**src/hw/bsc_params.svh**
```systemverilog
// Notes on behaviour
// - Each width bit picks 16-bit data at 0, 8-bit at 1; spaces other than upper default 16-bit.
// - Upper-space width bit takes writes only when the boot width was 8-bit.
// - Upper-space width comes from the boot pin; a 16-bit boot stays 16-bit.
// - High-byte write enable low only when high-byte enable and write are low.
// - Low-byte write enable low only when address bit zero and write are low.
// - Byte write enables sit inside a stable address for SRAM write timing.
// - Strobe mode drives a data strobe on the data-enable pin, bus valid.
// - In strobe mode the bus cycle waits until the ready input is seen.
// - Two DRAM banks at most: lower bank on lower space, upper on upper.
// - An enabled bank turns on column strobes and address multiplexing for accesses to its own space only.
// - Every refresh cycle lasts exactly seven clocks.
// - All control registers decode as 16-bit words in one 256-byte block.
// - A byte write to the block stores the whole 16-bit word.
// - Control registers sit at FEh, F6h, F4h, F2h, F0h and E6h.
// - DRAM row address is the full address; column swaps odd bits for even.
// - Refresh keeps the external address stable; internal address all ones.
`ifndef BSC_PARAMS_SVH
`define BSC_PARAMS_SVH

// ==========================================================
// Register block offsets and reset values
`define BSC_OFF_WDOG 8'he6
`define BSC_OFF_SYS 8'hf0
`define BSC_OFF_AUX 8'hf2
`define BSC_OFF_REL 8'hf4
`define BSC_OFF_RCFG 8'hf6
`define BSC_OFF_RELOC 8'hfe
`define BSC_RELOC_RESET 16'h20ff
`define BSC_RELOC_MEM_BIT 12
`define BSC_WORD_RESET 16'h0000

// ==========================================================
// Field positions
`define BSC_AUX_BITS 5
`define BSC_AUX_STRB 0
`define BSC_AUX_IO 1
`define BSC_AUX_OTHER 2
`define BSC_AUX_LOWER 3
`define BSC_AUX_UPPER 4
`define BSC_SYS_BANK0 0
`define BSC_SYS_BANK1 1

// ==========================================================
// Timing counts in clocks
`define BSC_REFRESH_CLOCKS 3'd7
`define BSC_REF_CAS_ON 3'd1
`define BSC_REF_RAS_ON 3'd2
`define BSC_REF_ALL_OFF 3'd6
`define BSC_DATA_MIN_CLOCKS 3'd3
`define BSC_BOOT_SETTLE 2'd2

`endif

```
**src/hw/bsc_pkg.sv**
```systemverilog
package bsc_pkg;

   // ==========================================================
   // Bus cycle states, Gray coded along the usual path.
   typedef enum logic [2:0] {
      st_idle = 3'b000,
      st_addr = 3'b001,
      st_data = 3'b011,
      st_endc = 3'b010,
      st_refr = 3'b110
   } bsc_state_type;

   // ==========================================================
   // Column address: odd pins 1..17 carry the even address bits.
   function automatic logic [19:0] bsc_col_addr(input logic [19:0] a);
      logic [19:0] r;
      r = a;
      for (int i = 0; i < 9; i++) begin
         r[2*i+1] = a[2*i];
      end
      return r;
   endfunction

   // Offset compare inside the register block.
   function automatic logic bsc_off_is(input logic [7:0] a,
                                       input logic [7:0] off);
      return a[7:1] == off[7:1];
   endfunction

endpackage

```
**src/hw/bsc_cfg_if.sv**
```systemverilog
`timescale 1ns/100ps
`default_nettype none
interface bsc_cfg_if;
   logic wr;
   logic [15:0] wdata;
   logic [15:0] aux;
   modport host (output wr, output wdata, input aux);
   modport cfg (input wr, input wdata, output aux);
endinterface : bsc_cfg_if
`default_nettype wire

```
**src/hw/bsc_width_cfg.sv**
```systemverilog
`timescale 1ns/100ps
`default_nettype none
`include "bsc_params.svh"
module bsc_width_cfg
   import bsc_pkg::*;
(
   // Clock and reset
   input wire logic i_clk_sys,
   input wire logic i_rst_n,
   input wire logic i_ce,
   // Boot strap pin
   input wire logic i_boot_width_select_pin,
   // Register access
   bsc_cfg_if.cfg cfg
);
   typedef struct packed {
      logic sync1;
      logic sync2;
      logic [1:0] settle;
      logic captured;
      logic boot8;
      logic [`BSC_AUX_BITS-1:0] aux;
   } bsc_cfg_state_type;

   bsc_cfg_state_type q;
   bsc_cfg_state_type n;

   // ==========================================================
   // The strap is caught after release, once the synchroniser settled.
   always_comb begin
      n = q;
      n.sync1 = i_boot_width_select_pin;
      n.sync2 = q.sync1;
      if (!q.captured) begin
         n.settle = q.settle + 2'd1;
         if (q.settle == `BSC_BOOT_SETTLE) begin
            n.captured = 1'b1;
            n.boot8 = q.sync2;
            n.aux[`BSC_AUX_UPPER] = q.sync2;
         end
      end else if (cfg.wr) begin
         n.aux[`BSC_AUX_STRB] = cfg.wdata[`BSC_AUX_STRB];
         n.aux[`BSC_AUX_IO] = cfg.wdata[`BSC_AUX_IO];
         n.aux[`BSC_AUX_OTHER] = cfg.wdata[`BSC_AUX_OTHER];
         n.aux[`BSC_AUX_LOWER] = cfg.wdata[`BSC_AUX_LOWER];
         if (q.boot8) begin
            n.aux[`BSC_AUX_UPPER] = cfg.wdata[`BSC_AUX_UPPER];
         end
      end
   end

   always_ff @(posedge i_clk_sys or negedge i_rst_n) begin
      if (!i_rst_n) begin
         q <= '0;
      end else if (i_ce) begin
         q <= n;
      end
   end

   assign cfg.aux = {{(16-`BSC_AUX_BITS){1'b0}}, q.aux};

endmodule // bsc_width_cfg
`default_nettype wire

```
**src/hw/bsc_pin_io.sv**
```systemverilog
`timescale 1ns/100ps
`default_nettype none
`include "bsc_params.svh"
module bsc_pin_io
   import bsc_pkg::*;
(
   // Clock and reset
   input wire logic i_clk_sys,
   input wire logic i_rst_n,
   input wire logic i_ce,
   // Pins in
   input wire logic i_async_ready_in,
   input wire logic [15:0] i_data_in,
   // Registered strobes from the bus cycle
   input wire logic i_high_byte_enable_n,
   input wire logic i_wr_n,
   input wire logic i_a0,
   // Results
   output logic o_ready,
   output logic [15:0] o_data,
   output logic o_high_byte_write_enable_n,
   output logic o_low_byte_write_enable_n
);
   typedef struct packed {
      logic rdy1;
      logic rdy2;
      logic [15:0] d1;
      logic [15:0] d2;
   } bsc_sync_state_type;

   bsc_sync_state_type q;
   bsc_sync_state_type n;

   always_comb begin
      n = q;
      n.rdy1 = i_async_ready_in;
      n.rdy2 = q.rdy1;
      n.d1 = i_data_in;
      n.d2 = q.d1;
   end

   always_ff @(posedge i_clk_sys or negedge i_rst_n) begin
      if (!i_rst_n) begin
         q <= '0;
      end else if (i_ce) begin
         q <= n;
      end
   end

   assign o_ready = q.rdy2;
   assign o_data = q.d2;
   // Both inputs come from flops, so the enables carry no glitch.
   assign o_high_byte_write_enable_n = i_high_byte_enable_n | i_wr_n;
   assign o_low_byte_write_enable_n = i_a0 | i_wr_n;

endmodule // bsc_pin_io
`default_nettype wire

```
**src/hw/bsc_top.sv**
```systemverilog
`timescale 1ns/100ps
`default_nettype none
`include "bsc_params.svh"
module bsc_top
   import bsc_pkg::*;
#(
   // Value is arbitrary.
   parameter logic [15:0] RELEASE_LEVEL = 16'h0001
) (
   // Clock, reset, enable
   input wire logic i_clk_sys,
   input wire logic i_rst_n,
   input wire logic i_ce,
   // Processor request
   input wire logic i_req,
   input wire logic i_req_write,
   input wire logic i_req_word,
   input wire logic i_req_io,
   input wire logic i_req_upper,
   input wire logic i_req_lower,
   input wire logic [19:0] i_req_addr,
   input wire logic [15:0] i_req_wdata,
   output logic o_req_ready,
   output logic o_resp_valid,
   output logic [15:0] o_resp_rdata,
   // Refresh request and internal address
   input wire logic i_refresh_req,
   output logic [19:0] o_internal_addr,
   // Pins in
   input wire logic i_boot_width_select_pin,
   input wire logic i_async_ready_in,
   input wire logic [15:0] i_data_in,
   // Pins out
   output logic [19:0] o_addr,
   output logic [15:0] o_data_out,
   output logic o_data_oe,
   output logic o_rd_n,
   output logic o_wr_n,
   output logic o_high_byte_enable_n,
   output logic o_high_byte_write_enable_n,
   output logic o_low_byte_write_enable_n,
   output logic o_data_strobe_n,
   output logic o_row_strobe_bank0_n,
   output logic o_row_strobe_bank1_n,
   output logic o_upper_column_strobe_n,
   output logic o_lower_column_strobe_n,
   output logic o_cycle_width8
);
   typedef struct packed {
      bsc_state_type st;
      logic [19:0] addr;
      logic [15:0] wdata;
      logic [15:0] rdata;
      logic write;
      logic word_pend;
      logic width8;
      logic dram;
      logic upper;
      logic strobe;
      logic [2:0] cnt;
      logic rd_n;
      logic wr_n;
      logic high_be_n;
      logic data_en_n;
      logic data_oe;
      logic row_strobe_bank0_n;
      logic row_strobe_bank1_n;
      logic upper_column_strobe_n;
      logic lower_column_strobe_n;
      logic col;
      logic done;
      logic [15:0] wdog;
      logic [15:0] sys;
      logic [15:0] rcfg;
      logic [15:0] reloc;
   } bsc_main_state_type;

   localparam bsc_main_state_type RESET_STATE = '{
      st: st_idle,
      addr: '0,
      wdata: '0,
      rdata: '0,
      write: 1'b0,
      word_pend: 1'b0,
      width8: 1'b0,
      dram: 1'b0,
      upper: 1'b0,
      strobe: 1'b0,
      cnt: '0,
      rd_n: 1'b1,
      wr_n: 1'b1,
      high_be_n: 1'b1,
      data_en_n: 1'b1,
      data_oe: 1'b0,
      row_strobe_bank0_n: 1'b1,
      row_strobe_bank1_n: 1'b1,
      upper_column_strobe_n: 1'b1,
      lower_column_strobe_n: 1'b1,
      col: 1'b0,
      done: 1'b0,
      wdog: `BSC_WORD_RESET,
      sys: `BSC_WORD_RESET,
      rcfg: `BSC_WORD_RESET,
      reloc: `BSC_RELOC_RESET
   };

   bsc_main_state_type q;
   bsc_main_state_type n;

   bsc_cfg_if cfg_bus ();

   logic ready_sync;
   logic [15:0] data_sync;
   logic [15:0] aux;
   logic bank_any;
   logic blk_hit;
   logic req_width8;
   logic req_dram;
   logic refresh_go;
   logic [7:0] off;
   logic [15:0] blk_rdata;

   // ==========================================================
   // Submodules
   bsc_width_cfg u_cfg (
      .i_clk_sys(i_clk_sys),
      .i_rst_n(i_rst_n),
      .i_ce(i_ce),
      .i_boot_width_select_pin(i_boot_width_select_pin),
      .cfg(cfg_bus.cfg)
   );

   bsc_pin_io u_pins (
      .i_clk_sys(i_clk_sys),
      .i_rst_n(i_rst_n),
      .i_ce(i_ce),
      .i_async_ready_in(i_async_ready_in),
      .i_data_in(i_data_in),
      .i_high_byte_enable_n(q.high_be_n),
      .i_wr_n(q.wr_n),
      .i_a0(q.addr[0]),
      .o_ready(ready_sync),
      .o_data(data_sync),
      .o_high_byte_write_enable_n(o_high_byte_write_enable_n),
      .o_low_byte_write_enable_n(o_low_byte_write_enable_n)
   );

   // ==========================================================
   // Request decode
   assign aux = cfg_bus.aux;
   assign off = i_req_addr[7:0];
   assign bank_any = q.sys[`BSC_SYS_BANK0] | q.sys[`BSC_SYS_BANK1];
   assign refresh_go = (q.st == st_idle) && i_refresh_req && bank_any;

   // The block answers either in memory or in I/O space, never both.
   always_comb begin
      if (q.reloc[`BSC_RELOC_MEM_BIT]) begin
         blk_hit = !i_req_io && (i_req_addr[19:8] == q.reloc[11:0]);
      end else begin
         blk_hit = i_req_io && (i_req_addr[15:8] == q.reloc[7:0]);
      end
   end

   // Width is read at cycle start only, so a write lands on later cycles.
   always_comb begin
      if (i_req_io) begin
         req_width8 = aux[`BSC_AUX_IO];
      end else if (i_req_upper) begin
         req_width8 = aux[`BSC_AUX_UPPER];
      end else if (i_req_lower) begin
         req_width8 = aux[`BSC_AUX_LOWER];
      end else begin
         req_width8 = aux[`BSC_AUX_OTHER];
      end
   end

   assign req_dram = !i_req_io &&
      ((i_req_lower && q.sys[`BSC_SYS_BANK0]) ||
       (i_req_upper && q.sys[`BSC_SYS_BANK1]));

   always_comb begin
      blk_rdata = '0;
      if (bsc_off_is(off, `BSC_OFF_WDOG)) begin
         blk_rdata = q.wdog;
      end else if (bsc_off_is(off, `BSC_OFF_SYS)) begin
         blk_rdata = q.sys;
      end else if (bsc_off_is(off, `BSC_OFF_AUX)) begin
         blk_rdata = aux;
      end else if (bsc_off_is(off, `BSC_OFF_REL)) begin
         blk_rdata = RELEASE_LEVEL;
      end else if (bsc_off_is(off, `BSC_OFF_RCFG)) begin
         blk_rdata = q.rcfg;
      end else if (bsc_off_is(off, `BSC_OFF_RELOC)) begin
         blk_rdata = q.reloc;
      end
   end

   assign cfg_bus.wr = i_req && (q.st == st_idle) && !refresh_go &&
      blk_hit && i_req_write && bsc_off_is(off, `BSC_OFF_AUX);
   assign cfg_bus.wdata = i_req_wdata;

   // ==========================================================
   // Bus cycle sequencer
   always_comb begin
      n = q;
      n.done = 1'b0;
      unique case (q.st)
         st_idle: begin
            n.col = 1'b0;
            if (refresh_go) begin
               n.st = st_refr;
               n.cnt = '0;
            end else if (i_req && blk_hit) begin
               n.done = 1'b1;
               if (i_req_write) begin
                  // Byte or word, the full word is stored.
                  if (bsc_off_is(off, `BSC_OFF_WDOG)) begin
                     n.wdog = i_req_wdata;
                  end
                  if (bsc_off_is(off, `BSC_OFF_SYS)) begin
                     n.sys = i_req_wdata;
                  end
                  if (bsc_off_is(off, `BSC_OFF_RCFG)) begin
                     n.rcfg = i_req_wdata;
                  end
                  if (bsc_off_is(off, `BSC_OFF_RELOC)) begin
                     n.reloc = i_req_wdata;
                  end
               end else begin
                  n.rdata = blk_rdata;
               end
            end else if (i_req) begin
               n.st = st_addr;
               n.addr = i_req_addr;
               n.write = i_req_write;
               n.width8 = req_width8;
               n.upper = i_req_upper;
               n.dram = req_dram;
               n.strobe = aux[`BSC_AUX_STRB];
               n.word_pend = i_req_word && req_width8 && !i_req_addr[0];
               n.high_be_n = req_width8 || !(i_req_word || i_req_addr[0]);
               if (req_width8 && i_req_addr[0]) begin
                  n.wdata = {i_req_wdata[15:8], i_req_wdata[15:8]};
               end else begin
                  n.wdata = i_req_wdata;
               end
               n.row_strobe_bank0_n = !(req_dram && i_req_lower);
               n.row_strobe_bank1_n = !(req_dram && i_req_upper);
            end
         end
         st_addr: begin
            n.st = st_data;
            n.cnt = '0;
            n.rd_n = q.write;
            n.wr_n = !q.write;
            n.data_en_n = 1'b0;
            n.data_oe = q.write;
            if (q.dram) begin
               n.col = 1'b1;
               n.upper_column_strobe_n = q.high_be_n;
               n.lower_column_strobe_n = q.addr[0];
            end
         end
         st_data: begin
            if (q.cnt != `BSC_DATA_MIN_CLOCKS) begin
               n.cnt = q.cnt + 3'd1;
            end
            // Data is read through the synchroniser, hence the floor.
            if ((q.cnt >= `BSC_DATA_MIN_CLOCKS - 3'd1) &&
                (!q.strobe || ready_sync)) begin
               n.st = st_endc;
               n.rd_n = 1'b1;
               n.wr_n = 1'b1;
               n.data_en_n = 1'b1;
               n.upper_column_strobe_n = 1'b1;
               n.lower_column_strobe_n = 1'b1;
               n.row_strobe_bank0_n = 1'b1;
               n.row_strobe_bank1_n = 1'b1;
               if (!q.write) begin
                  if (!q.width8) begin
                     n.rdata = data_sync;
                  end else if (q.addr[0]) begin
                     n.rdata[15:8] = data_sync[7:0];
                  end else begin
                     n.rdata[7:0] = data_sync[7:0];
                  end
               end
            end
         end
         st_endc: begin
            n.data_oe = 1'b0;
            n.col = 1'b0;
            if (q.word_pend) begin
               n.word_pend = 1'b0;
               n.st = st_addr;
               n.addr = q.addr + 20'h00001;
               n.wdata = {q.wdata[15:8], q.wdata[15:8]};
               n.row_strobe_bank0_n = !(q.dram && !q.upper);
               n.row_strobe_bank1_n = !(q.dram && q.upper);
            end else begin
               n.st = st_idle;
               n.done = 1'b1;
            end
         end
         st_refr: begin
            // Column before row; the address pins keep their last value.
            n.cnt = q.cnt + 3'd1;
            n.upper_column_strobe_n = !(q.cnt >= `BSC_REF_CAS_ON - 3'd1 &&
                         q.cnt < `BSC_REF_ALL_OFF - 3'd1);
            n.lower_column_strobe_n = n.upper_column_strobe_n;
            n.row_strobe_bank0_n = !(q.sys[`BSC_SYS_BANK0] &&
                         q.cnt >= `BSC_REF_RAS_ON - 3'd1 &&
                         q.cnt < `BSC_REF_ALL_OFF - 3'd1);
            n.row_strobe_bank1_n = !(q.sys[`BSC_SYS_BANK1] &&
                         q.cnt >= `BSC_REF_RAS_ON - 3'd1 &&
                         q.cnt < `BSC_REF_ALL_OFF - 3'd1);
            if (q.cnt == `BSC_REFRESH_CLOCKS - 3'd1) begin
               n.st = st_idle;
               n.cnt = '0;
            end
         end
         default: begin
            n = RESET_STATE;
         end
      endcase
   end

   always_ff @(posedge i_clk_sys or negedge i_rst_n) begin
      if (!i_rst_n) begin
         q <= RESET_STATE;
      end else if (i_ce) begin
         q <= n;
      end
   end

   // ==========================================================
   // Outputs
   assign o_req_ready = (q.st == st_idle) && !refresh_go;
   assign o_resp_valid = q.done;
   assign o_resp_rdata = q.rdata;
   assign o_internal_addr = (q.st == st_refr) ? {20{1'b1}} : q.addr;
   assign o_addr = q.col ? bsc_col_addr(q.addr) : q.addr;
   assign o_data_out = q.wdata;
   assign o_data_oe = q.data_oe;
   assign o_rd_n = q.rd_n;
   assign o_wr_n = q.wr_n;
   assign o_high_byte_enable_n = q.high_be_n;
   assign o_data_strobe_n = q.data_en_n;
   assign o_row_strobe_bank0_n = q.row_strobe_bank0_n;
   assign o_row_strobe_bank1_n = q.row_strobe_bank1_n;
   assign o_upper_column_strobe_n = q.upper_column_strobe_n;
   assign o_lower_column_strobe_n = q.lower_column_strobe_n;
   assign o_cycle_width8 = q.width8;

endmodule // bsc_top
`default_nettype wire

```
**config.mk**
```make
export PLATFORM = sky130hd
export DESIGN_NAME = bsc_top
export DESIGN_NICKNAME = d
export VERILOG_FILES = /design/src/hw/bsc_pkg.sv /design/src/hw/bsc_cfg_if.sv /design/src/hw/bsc_width_cfg.sv /design/src/hw/bsc_pin_io.sv /design/src/hw/bsc_top.sv
export VERILOG_INCLUDE_DIRS = /design/src /design/src/hw
export SDC_FILE = /design/constraint.sdc
export NUM_CORES = 1
export LEC_CHECK = 0
export ABC_AREA = 1
export BUFFER_PORTS_ARGS = -buffer_cell sky130_fd_sc_hd__buf_2
export CORE_AREA = 2 2 188 190
export DETAILED_ROUTE_END_ITERATION = 10
export DIE_AREA = 0 0 190 192
export GPL_TIMING_DRIVEN = 0
export PLACE_DENSITY = 0.59
export SETUP_SLACK_MARGIN = 0.02
export SYNTH_ARGS = -nofsm -noshare
export SYNTH_HDL_FRONTEND = slang
export SYNTH_SLANG_ARGS = --single-unit
```
**constraint.sdc**
```tcl
create_clock -name i_clk_sys -period 1.87 [get_ports i_clk_sys]
set_clock_uncertainty 0.2 [all_clocks]
set_input_delay 0.374 -clock i_clk_sys [delete_from_list [all_inputs] [get_ports i_clk_sys]]
set_output_delay 0.374 -clock i_clk_sys [all_outputs]
set_load 0.02 [all_outputs]
```
### Word level (Yosys, flattened, before mapping)

Index checks and enable logic that the tools add are counted.

| word-level totals | value |
|---|---|
| register bits | 184 |
| latch bits | 0 |
| memory bits (writable) | 0 |
| bits in read-only memories | 0 |
| input port bits | 64 |
| memories kept | 0 |

| cells by class | value |
|---|---|
| add/sub/neg operators | 3 |
| multipliers | 0 |
| div/mod/pow operators | 0 |
| $lt $le $gt $ge | 4 |
| equality and inequality tests | 38 |
| shift-type cells | 0 |
| mux-type cells | 73 |
| bitwise gates (word level) | 13 |
| reductions and logical operators | 75 |

Operator list:

| cell | count |
|---|---|
| $mux W16 | 15 |
| $mux W65 | 2 |
| $pmux W64 S2 | 1 |
| $pmux W36 S3 | 1 |
| $mux W39 | 2 |
| $mux W64 | 1 |
| $mux W58 | 1 |
| $pmux W16 S3 | 1 |
| $eq A7 B7 Y1 const B | 6 |
| $ne A2 B2 Y1 const B | 19 |
| $mux W36 | 1 |
| $reduce_and A6 Y1 | 6 |
| $logic_and A1 B1 Y1 | 27 |
| $mux W3 | 8 |
| $mux W8 | 3 |
| $add A20 B1 Y20 const B | 1 |
| $mux W20 | 1 |
| $mux W18 | 1 |
| $reduce_and A8 Y1 | 2 |
| $pmux W3 S5 | 1 |
| $reduce_and A5 Y1 | 3 |
| $logic_not A1 Y1 | 14 |
| $eq A12 B12 Y1 | 1 |
| $mux W1 | 12 |
| other kinds (35) | 76 |

### Logic depth before layout (Yosys ltp)

Gate-level depths: netlist (run 1).

| depth | value |
|---|---|
| depth after elaboration | 11 |
| mapped depth | 15 |
| gate-level depth less buffers | 14 |

### By module

From an unflattened synthesis (run 1), not the netlist that was laid out.

| second synthesis, totals | value |
|---|---|
| cells, all modules | 1,623 |
| area, all modules | 11,185.7 µm² |

By module, submodules not included:

| module | times used | cells an instance | area an instance (µm²) | sequential area each (µm²) |
|---|---|---|---|---|
| bsc_top | 1 | 1,403 | 9,105.0 | 3,499.6 |
| bsc_pin_io | 1 | 146 | 1,461.4 | 850.8 |
| bsc_width_cfg | 1 | 74 | 619.3 | 275.3 |

### Worst setup path after synthesis (run 1)

Ideal clock, no wire load.

| path | value |
|---|---|
| kind | flip-flop to flip-flop |
| start point | register q[136] (netlist name) |
| end point | register q[138] (netlist name) |
| setup time | 0.127 ns |
| data arrival time | 1.817 ns |
| data required time | 1.543 ns |
| setup slack | -0.274 ns |
| stages on the path, launching flop included | 12 |
| buffers on the path | 1 |
| clock period less this slack | 2.144 ns |
| cell sequence | dfrtp_1 -> nor2_2 -> inv_2 -> nor2_4 -> inv_4 -> buf_2 -> nor2_1 -> a211oi_1 -> nand2_1 -> inv_1 -> nand2_1 -> o21ai_0 |

| on the way | value |
|---|---|
| longest elaborated chain between the ends | 5 |

Ends and longest elaborated chain:

| item | line | text |
|---|---|---|
| start: declaration | bsc_top.sv:107 | `bsc_main_state_type q;` |
| start signal: assignment | bsc_top.sv:332 | `q <= n;` |
| $logic_not A3 Y1 | bsc_top.sv:153, bsc_top.sv:207 |  |
| $logic_and A1 B1 Y1 (2 in series) | bsc_top.sv:153 | `assign refresh_go = (q.st == st_idle) && i_refresh_req && bank_any;` |
| $ne A3 B3 Y1 (no source line) or $mux W3 (tied branches) | -- |  |
| $reduce_and A5 Y1 (no source line) or $pmux W3 S5 (tied branches) | -- |  |

Several ways; a longest one is shown, not always the timed one.
A chain may end at the register's enable or synchronous reset.

### Worst setup path after layout (run 1)

| path | value |
|---|---|
| start point | register q[138] (netlist name) |
| end point | register q, in the netlist o_resp_rdata[9] |

| on the way | value |
|---|---|
| longest elaborated chain between the ends | 5 |

Ends and longest elaborated chain:

| item | line |
|---|---|
| $logic_not A3 Y1 | bsc_top.sv:153, bsc_top.sv:207 |
| $logic_and A1 B1 Y1 (2 in series) | bsc_top.sv:153 |
| $ne A2 B2 Y1 (no source line) | -- |
| $reduce_and A8 Y1 (no source line) | -- |

Several ways; a longest one is shown, not always the timed one.

==> summary.md, run 1 <==
| Metric | Value |
|---|---|
| Final worst slack | `-474 ps` |
| Layout net count | `1803` |
| Initial DRC Count | `987` |
| Final wirelength | `41200 um` |
| Slowest CP cell | `dfrtp_2` |
| Max stage delay on crit path | `450 ps` |
| Peak supply drop | `798 uV` |
| Adder-Cell Fraction of Synth Area | `0.00735` |
| Max-cap check violation count | `0` |
| Area Growth Syn to Fin | `55.5%` |
| Routability Congestion | `0.950` |
| Initial antenna violation count | `3` |
| Site row count | `68` |
| Met1 usage | `0.298` |
| Critical path class | `reg -> reg` |
| Post-DR vias/cell | `5.03` |
| Clock tree root driver cell | `clkbuf_16` |
| Ports | `150` |
| Unrepaired setup endpoints after global routing | `yes` |
| Internal Power | `13.9 mW` |
| Multiplexer share of the synthesized area | `0` |
| CP Max Fanout | `5` |
| Register area share after synthesis | `0.453` |
| Vias in the first global route | `10500` |
| Critical Path End Type | `flip-flop` |
| Post-DP HPWL | `27400 um` |
| Syn_area_per_cell | `7.28 sq um` |
| Most common cell after layout, fill and taps aside | `nand2_1` |
| Total number of vias | `11100` |
| Synthesized net count | `1474` |
| Compound-Gate Fraction of Synth Area | `0.128` |
| Worst flop-to-flop path endpoint | `o_resp_rdata[9]` |
| Comb pwr share | `0.585` |
| F_max | `0.427 GHz` |
| Seq cells post-synth | `184` |
| Post-synthesis simple-gate area fraction | `0.295` |
| Least-Margin Pin Slew | `767 ps` |
| GR met3 Demand/Resource | `0.0409` |
| Clock buffer depth | `2` |
| Sw Ratio | `0.438` |
| Share of post-route cells with drive strength above 1 | `0.431` |
| DRC Markers | `0` |
| Status | `finished with violations` |
| Die height | `192 um` |
| Core area | `0.0343 sq mm` |
| Initial Util | `0.298` |
| PD cells | `1550 mW/mm^2` |
| Total Routing Usage GR | `0.221` |
| Synth Instances | `1404` |
| Final number of max-transition violations | `0` |
| Largest cells by area after synthesis | `dfrtp_1 41%, nand2_1 20%, o21ai_0 9.2%` |
| Cell variety after synth | `47` |
| Worst path most repeated cell | `nor2_4` |
| H-tree depth | `4` |
| Total gr overflow | `0` |
| First-pass GRT wire length | `61400 um` |
| Final Hold Fails | `0` |
| P_leak | `8.04 nW` |
| DRT antenna net count | `0` |
| Main synth FF type | `dfrtp_1` |
| Setup violators final | `168` |
| Async S/R FF share, synth | `1.00` |
| Post-placement cell count | `2008` |
| Largest net degree at the start of global routing | `117` |
| Synth top area share | `0.409` |
| Yosys top cell by area | `dfrtp_1` |
| R2R cell count | `14` |
| Switch Pwr | `10.8 mW` |
| Die X-Extent | `190 um` |
| Ratio of final minimum period to clock period | `1.25` |
| Setup crit start kind | `flip-flop` |
| Hold Path Origin | `i_req_wdata[7]` |
| Setup TNS Final | `-58780 ps` |
| Hold EP | `q[39]` |
| 1st-pass router iterations | `6` |
| Synth Cell Area | `0.0102 sq mm` |
| Post-Synth XOR/XNOR Area | `0.00257` |
| Grt peak-use layer | `met2` |
| Failing checks | `negative setup slack` |
| Met2 usage | `0.354` |
| Per-cell routed wire length | `18.7 um` |
| Clock Latency Late Sink | `450 ps` |
| R2r startpoint | `q[138]` |
| Number of synthesized flops with an enable pin | `0` |
| Clk pwr share | `0.168` |
| Hold path depth | `3` |
| Clock transition at path regs | `80 ps` |
| Total CTS buffers | `17` |
| FF-to-FF setup slack | `-470 ps` |
| Rel. slew slack | `0.489` |
| Sequential share of power | `0.246` |
| WP data required | `2040 ps` |
| Yosys warnings | `0` |
| CP Cell Sequence | `nor2_4 > inv_2 > nor2_4 > inv_4 > buf_4 > nor2_4 > nor2_2 > nand3_2 > nor2_4 > nand3b_1 > buf_6 > buf_8 > nand2_2 > o21ai_1` |
| Number of port buffers | `148` |
| Fin cells | `2202` |
| CTS tree | `built` |
| Most frequent cells in the layout | `368 x nand2_1, 158 x dfrtp_1, 124 x inv_1, 116 x buf_2` |
| Die area | `0.0365 sq mm` |
| Sink Count | `184` |
| Worst hold path class | `in -> reg` |
| Largest family of logic cells by synthesized area | `simple AND/OR/NAND/NOR gates` |
| Final Critical Period | `2340 ps` |
| Critical Path AT | `2510 ps` |
[power by group through the flow]
stage | combinational (mW) | sequential [mW] | clock [mW]
after global placement | 8.32 | 6.01 | 0
after CTS | 12.3 | 5.98 | 4.19
after detailed placement | 8.40 | 6.02 | 0
after floorplan | 5.67 | 5.91 | 0
after global routing | 15.2 | 6.20 | 4.34
final | 14.4 | 6.07 | 4.15
[worst max-delay path, delay by kind of cell (launching register included)]
family	cells	cell delay, ps
and+or+nand+nor	8	970
DFF	1	450
buffers and inverters	5	580
AOI/OAI and AO/OA	1	70
[kinds of logic (layout without fill, tap and decap cells)]
| group | after synthesis | in the layout |
|---|---|---|
| AOI/OAI and AO/OA | 243 | 243 |
| xor gates and xnor gates | 3 | 3 |
| adders and majority gates | 6 | 6 |
| buffers and inverters | 250 | 590 |
| DFF | 184 | 184 |
| other | 0 | 1 |
| and+or+nand+nor | 718 | 720 |
[stage by stage]
stage	utilization	setup slack (ps)	power, mW	hold slack (ps)	cell area [sq um]
after global routing	0.463	-536	25.8	26.7	15900
final	0.463	-474	24.7	30.9	15900
after detailed placement	0.343	-807	14.4	176	11700
after CTS	0.430	-435	22.5	19.1	14800
after global placement	0.342	-2980	14.3	253	11700
after floorplan	-	-130	11.6	-122	10400
[area by class of cell]
| type | instances | area (sq um) |
|---|---|---|
| flip-flops and latches | 184 | 4640 |
| well taps | 455 | 569 |
| inverters | 157 | 656 |
| diodes | 1 | 2.50 |
| plain buffers | 92 | 815 |
| clock inverters | 13 | 206 |
| clock buffers | 19 | 453 |
| repair inverters | 1 | 8.76 |
| multi-input cells | 972 | 5790 |
| fillers | 3231 | 18400 |
| repair buffers | 308 | 2750 |
[cells in the mapped netlist (2+ instances only)]
cell / number
a31oi_1: 2
a21oi_1: 14
o21ai_0: 188
buf_4: 50
clkinv_1: 2
inv_1: 146
nand4_1: 21
buf_2: 10
xor2_1: 2
dfrtp_1: 167
dfstp_2: 17
nand3_2: 2
clkbuf_1: 28
o2111ai_1: 6
nor2_2: 6
o211ai_1: 5
nand3_1: 48
nor2_4: 8
o221ai_1: 3
inv_4: 2
nor3_1: 16
inv_2: 7
buf_6: 4
a211oi_1: 2
nand2_1: 534
nand2_2: 4
or2_2: 4
nor3_4: 2
o22ai_1: 5
ha_1: 6
nor2_1: 65
o21ai_1: 10
a21boi_0: 4
[flip-flops by register name (all words and copies together), names as in the netlist, 5 cells and up]
signal / count
o_data_out: 16
o_resp_rdata: 16
q: 96
u_cfg.cfg.aux: 5
u_cfg.q: 5
u_pins.n: 17
u_pins.o_data: 16
[timing repair]
item / in CTS / in global routing
endpoints found under the setup margin: 174 / 241
cloned: 18 / 5
hold buffers: 25 / 0
pin swaps: 85 / 75
hold endpoints to repair: 84 / 0
setup buffers: 86 / 36
gates resized for setup: 366 / 274
[per-layer routing]
layer  routed length, um  vias to the layer above
met5                  20                        -
met4                1640                        4
met3                2920                      113
met2               18800                      499
met1               17800                     5345
li1                    -                     5106
[how the worst max path moves through the flow]
| stage | slack [ps] | cells past startpoint | startpoint | to |
|---|---|---|---|---|
| 6_report | -470 | 14 | q[138] | o_resp_rdata[9] |
| 5_1_grt | -540 | 15 | q[2] | q[61] |
| 4_1_cts | -440 | 14 | q[5] | q[63] |
| 3_5_place_dp | -810 | 9 | i_req_addr[6] | q[11] |
| 3_3_place_gp | -2980 | 1 | i_rst_n | u_pins.n[11] |
| 2_1_floorplan | -130 | 15 | q[1] | o_data_out[0] |
(Power assumes the default switching activity.)
==> inputs of run 2 (changes only) <==
- ABC_AREA: 1 -> unset
- CORE_AREA: 2 2 188 190 -> 2 2 186 188
- DIE_AREA: 0 0 190 192 -> 0 0 188 190
==> summary.md, run 2 <==
| Metric | Value |
|---|---|
| Status | `finished with violations` |
| Failing checks | `negative setup slack` |
| Area Growth Syn to Fin | `45.2%` |
| WP data required | `2000 ps` |
| Largest Register | `q` |
| Peak supply drop | `731 uV` |
| Wl on met1 | `15200 um` |
| 1st-pass router iterations | `5` |
| Initial Util | `0.294` |
| Site row count | `68` |
| CTS tree | `built` |
| Register area | `0.00464 sq mm` |
| Largest family of logic cells by synthesized area | `compound AO/OA/AOI/OAI gates` |
| Post-DP HPWL | `24600 um` |
| Sink Count | `184` |
| Slowest CP cell | `dfstp_2` |
| Routed wl met3 | `2600 um` |
| Die height | `190 um` |
| Final worst slack | `-666 ps` |
| Async S/R FF share, synth | `1.00` |
| Critical path startpoint | `q[1]` |
| Least-Margin Pin Slew | `810 ps` |
| Die X-Extent | `188 um` |
| Compound-Gate Fraction of Synth Area | `0.201` |
| Fillers | `3153` |
| Number of port buffers | `147` |
| Setup violators final | `171` |
| Clock tree root driver cell | `clkbuf_16` |
| PD cells | `1280 mW/mm^2` |
| Layout net count | `1309` |
| R2r startpoint | `q[1]` |
| Register area share after synthesis | `0.464` |
| Hold Path Origin | `i_req_upper` |
| Max reg flops | `96` |
| Die area | `0.0357 sq mm` |
| Most frequent cells in the layout | `158 x dfrtp_1, 119 x buf_2, 86 x buf_4, 82 x buf_6, 73 x nand2_1` |
| Worst path most repeated cell | `buf_6` |
| Total Routing Usage GR | `0.195` |
| H-tree depth | `4` |
| Clock Latency Late Sink | `440 ps` |
| CP Cell Sequence | `xor2_2 > nor4_4 > nand3_4 > buf_6 > o31ai_4 > buf_6 > o311ai_1 > a22o_1` |
| Cell variety after synth | `73` |
| Critical path class | `reg -> reg` |
| Adder-Cell Fraction of Synth Area | `0.00752` |
| Worst hold path class | `in -> reg` |
| Max-cap check violation count | `0` |
| Post-DR vias/cell | `5.41` |
| Largest cells by area after synthesis | `dfrtp_1 42%, mux2_2 7.8%, a32o_1 5.5%` |
| Rel. slew slack | `0.460` |
| Initial DRC Count | `815` |
| Routed wl met2 | `16700 um` |
| DRT antenna net count | `0` |
| F_max | `0.394 GHz` |
| Setup crit start kind | `flip-flop` |
| Setup TNS Final | `-85590 ps` |
| Total CTS buffers | `17` |
| Post-synthesis simple-gate area fraction | `0.139` |
| Max stage delay on crit path | `560 ps` |
| Synthesized net count | `1037` |
| CP Max Fanout | `4` |
| P_leak | `6.46 nW` |
| Final Critical Period | `2540 ps` |
| Synth Cell Area | `0.00998 sq mm` |
| DRC Markers | `0` |
| Ratio of final minimum period to clock period | `1.36` |
| Initial antenna violation count | `5` |
| First-pass GRT wire length | `53700 um` |
| Routability Congestion | `0.896` |
| Most common cell after layout, fill and taps aside | `dfrtp_1` |
| Final Hold Fails | `0` |
| Ports | `150` |
| Clock buffer depth | `2` |
| Crit-path leading delay family | `compound AO/OA/AOI/OAI gates` |
| Synth Instances | `967` |
| Post-route cell area | `0.0145 sq mm` |
| Total number of vias | `9249` |
| Largest net degree at the start of global routing | `95` |
| Main synth FF type | `dfrtp_1` |
| Number of synthesized flops with an enable pin | `0` |
| Post-DP Area | `0.0116 sq mm` |
| FF-to-FF setup slack | `-670 ps` |
| Count leader, synth | `dfrtp_1` |
| Syn_area_per_cell | `10.3 sq um` |
| Core area | `0.0339 sq mm` |
| Seq cells post-synth | `184` |
| Worst path bufs/invs | `2` |
| Final number of max-transition violations | `0` |
| Clock transition at path regs | `80 ps` |
| Post-Synth XOR/XNOR Area | `0.0149` |
| Final wirelength | `35600 um` |
| Most frequent cells after synthesis | `167 x dfrtp_1, 94 x nand2_1, 69 x mux2_2` |
| Multiplexer share of the synthesized area | `0.107` |
| Highest routed layer | `met5` |
| Critical Path AT | `2670 ps` |
| Critical Path End Type | `flip-flop` |
| Yosys warnings | `0` |
| Share of post-route cells with drive strength above 1 | `0.471` |
| Unrepaired setup endpoints after global routing | `yes` |
| Total gr overflow | `0` |
| Vias in the first global route | `8990` |
| Yosys top cell by area | `dfrtp_1` |
| Per-cell routed wire length | `20.8 um` |
| Synth top area share | `0.419` |
| Multi-input gate area | `0.00565 sq mm` |
## run 2: cell count changes after synthesis, sizes merged, moves of 26 or more
cell	delta
a32o	+55
inv	-135
mux2	+69
mux2i	+29
nand2	-443
nand2b	+26
nor2	-38
o21ai	-140
## run 2: power breakdown
| group | internal [mW] | switching, mW | leakage, nW |
|---|---|---|---|
| Combinational | 4.21 | 4.78 | 3.83 |
| Clock | 1.94 | 1.79 | 0.287 |
| Sequential | 4.87 | 0.906 | 2.34 |
| Total | 11.0 | 7.48 | 6.46 |
## run 2: area by class of cell
class | count | area share
flip-flops and latches | 184 | 0.320
multi-input cells | 658 | 0.390
clock inverters | 13 | 0.0101
diodes | 2 | 0.000345
clock buffers | 19 | 0.0306
well taps | 455 | 0.0393
inverters | 22 | 0.00648
repair buffers | 256 | 0.144
plain buffers | 100 | 0.0588
## run 2: timing repair
item / in CTS / in global routing
setup buffers: 58 / 27
pin swaps: 31 / 65
hold buffers: 19 / 0
endpoints found under the setup margin: 179 / 177
gates resized for setup: 208 / 149
hold endpoints to repair: 98 / 0
cloned: 7 / 1
## run 2: final timing paths
path	to	depth (start not counted)
max in group asynchronous	q[57]	3
max reg2reg	q[132]	8
min in group asynchronous	q[65]	2
min	q[79]	3
min reg2reg	o_upper_column_strobe_n	2
max	q[132]	8
## run 2: worst reg2reg max path, cell delays in order (launching register included)
cell and delay [ps]:
dfstp_2 560, xor2_2 80, nor4_4 410, nand3_4 170
buf_6 170, o31ai_4 350, buf_6 170, o311ai_1 100
a22o_1 230
## run 2: cell families (layout without fill, tap and decap cells)
kind of cell | count (synthesis) | in the layout
mux | 98 | 98
other cells | 0 | 2
xor+xnor | 17 | 17
flops | 184 | 184
fa+ha+maj | 6 | 6
simple gates | 266 | 267
buf+inv | 126 | 410
compound gates | 270 | 270
## run 2: metrics by stage
step / instances / hold WS [ps] / util / total power [mW] / setup WS, ps
floorplan: 967 / -122 / - / 10.1 / -466
detailed placement: 1570 / 256 / 0.343 / 12.4 / -992
global route: 1708 / 25.4 / 0.427 / 19.4 / -718
finish: 1709 / 22.7 / 0.427 / 18.5 / -666
CTS: 1683 / 14.1 / 0.405 / 17.4 / -677
global placement: 1569 / 257 / 0.341 / 12.3 / -2910
## run 2: routing by layer
metal | global-route usage | vias to the layer above
met4 | 0.0657 | 6
met5 | 0 | -
met3 | 0.0417 | 73
met2 | 0.316 | 440
li1 | - | 4122
met1 | 0.259 | 4608
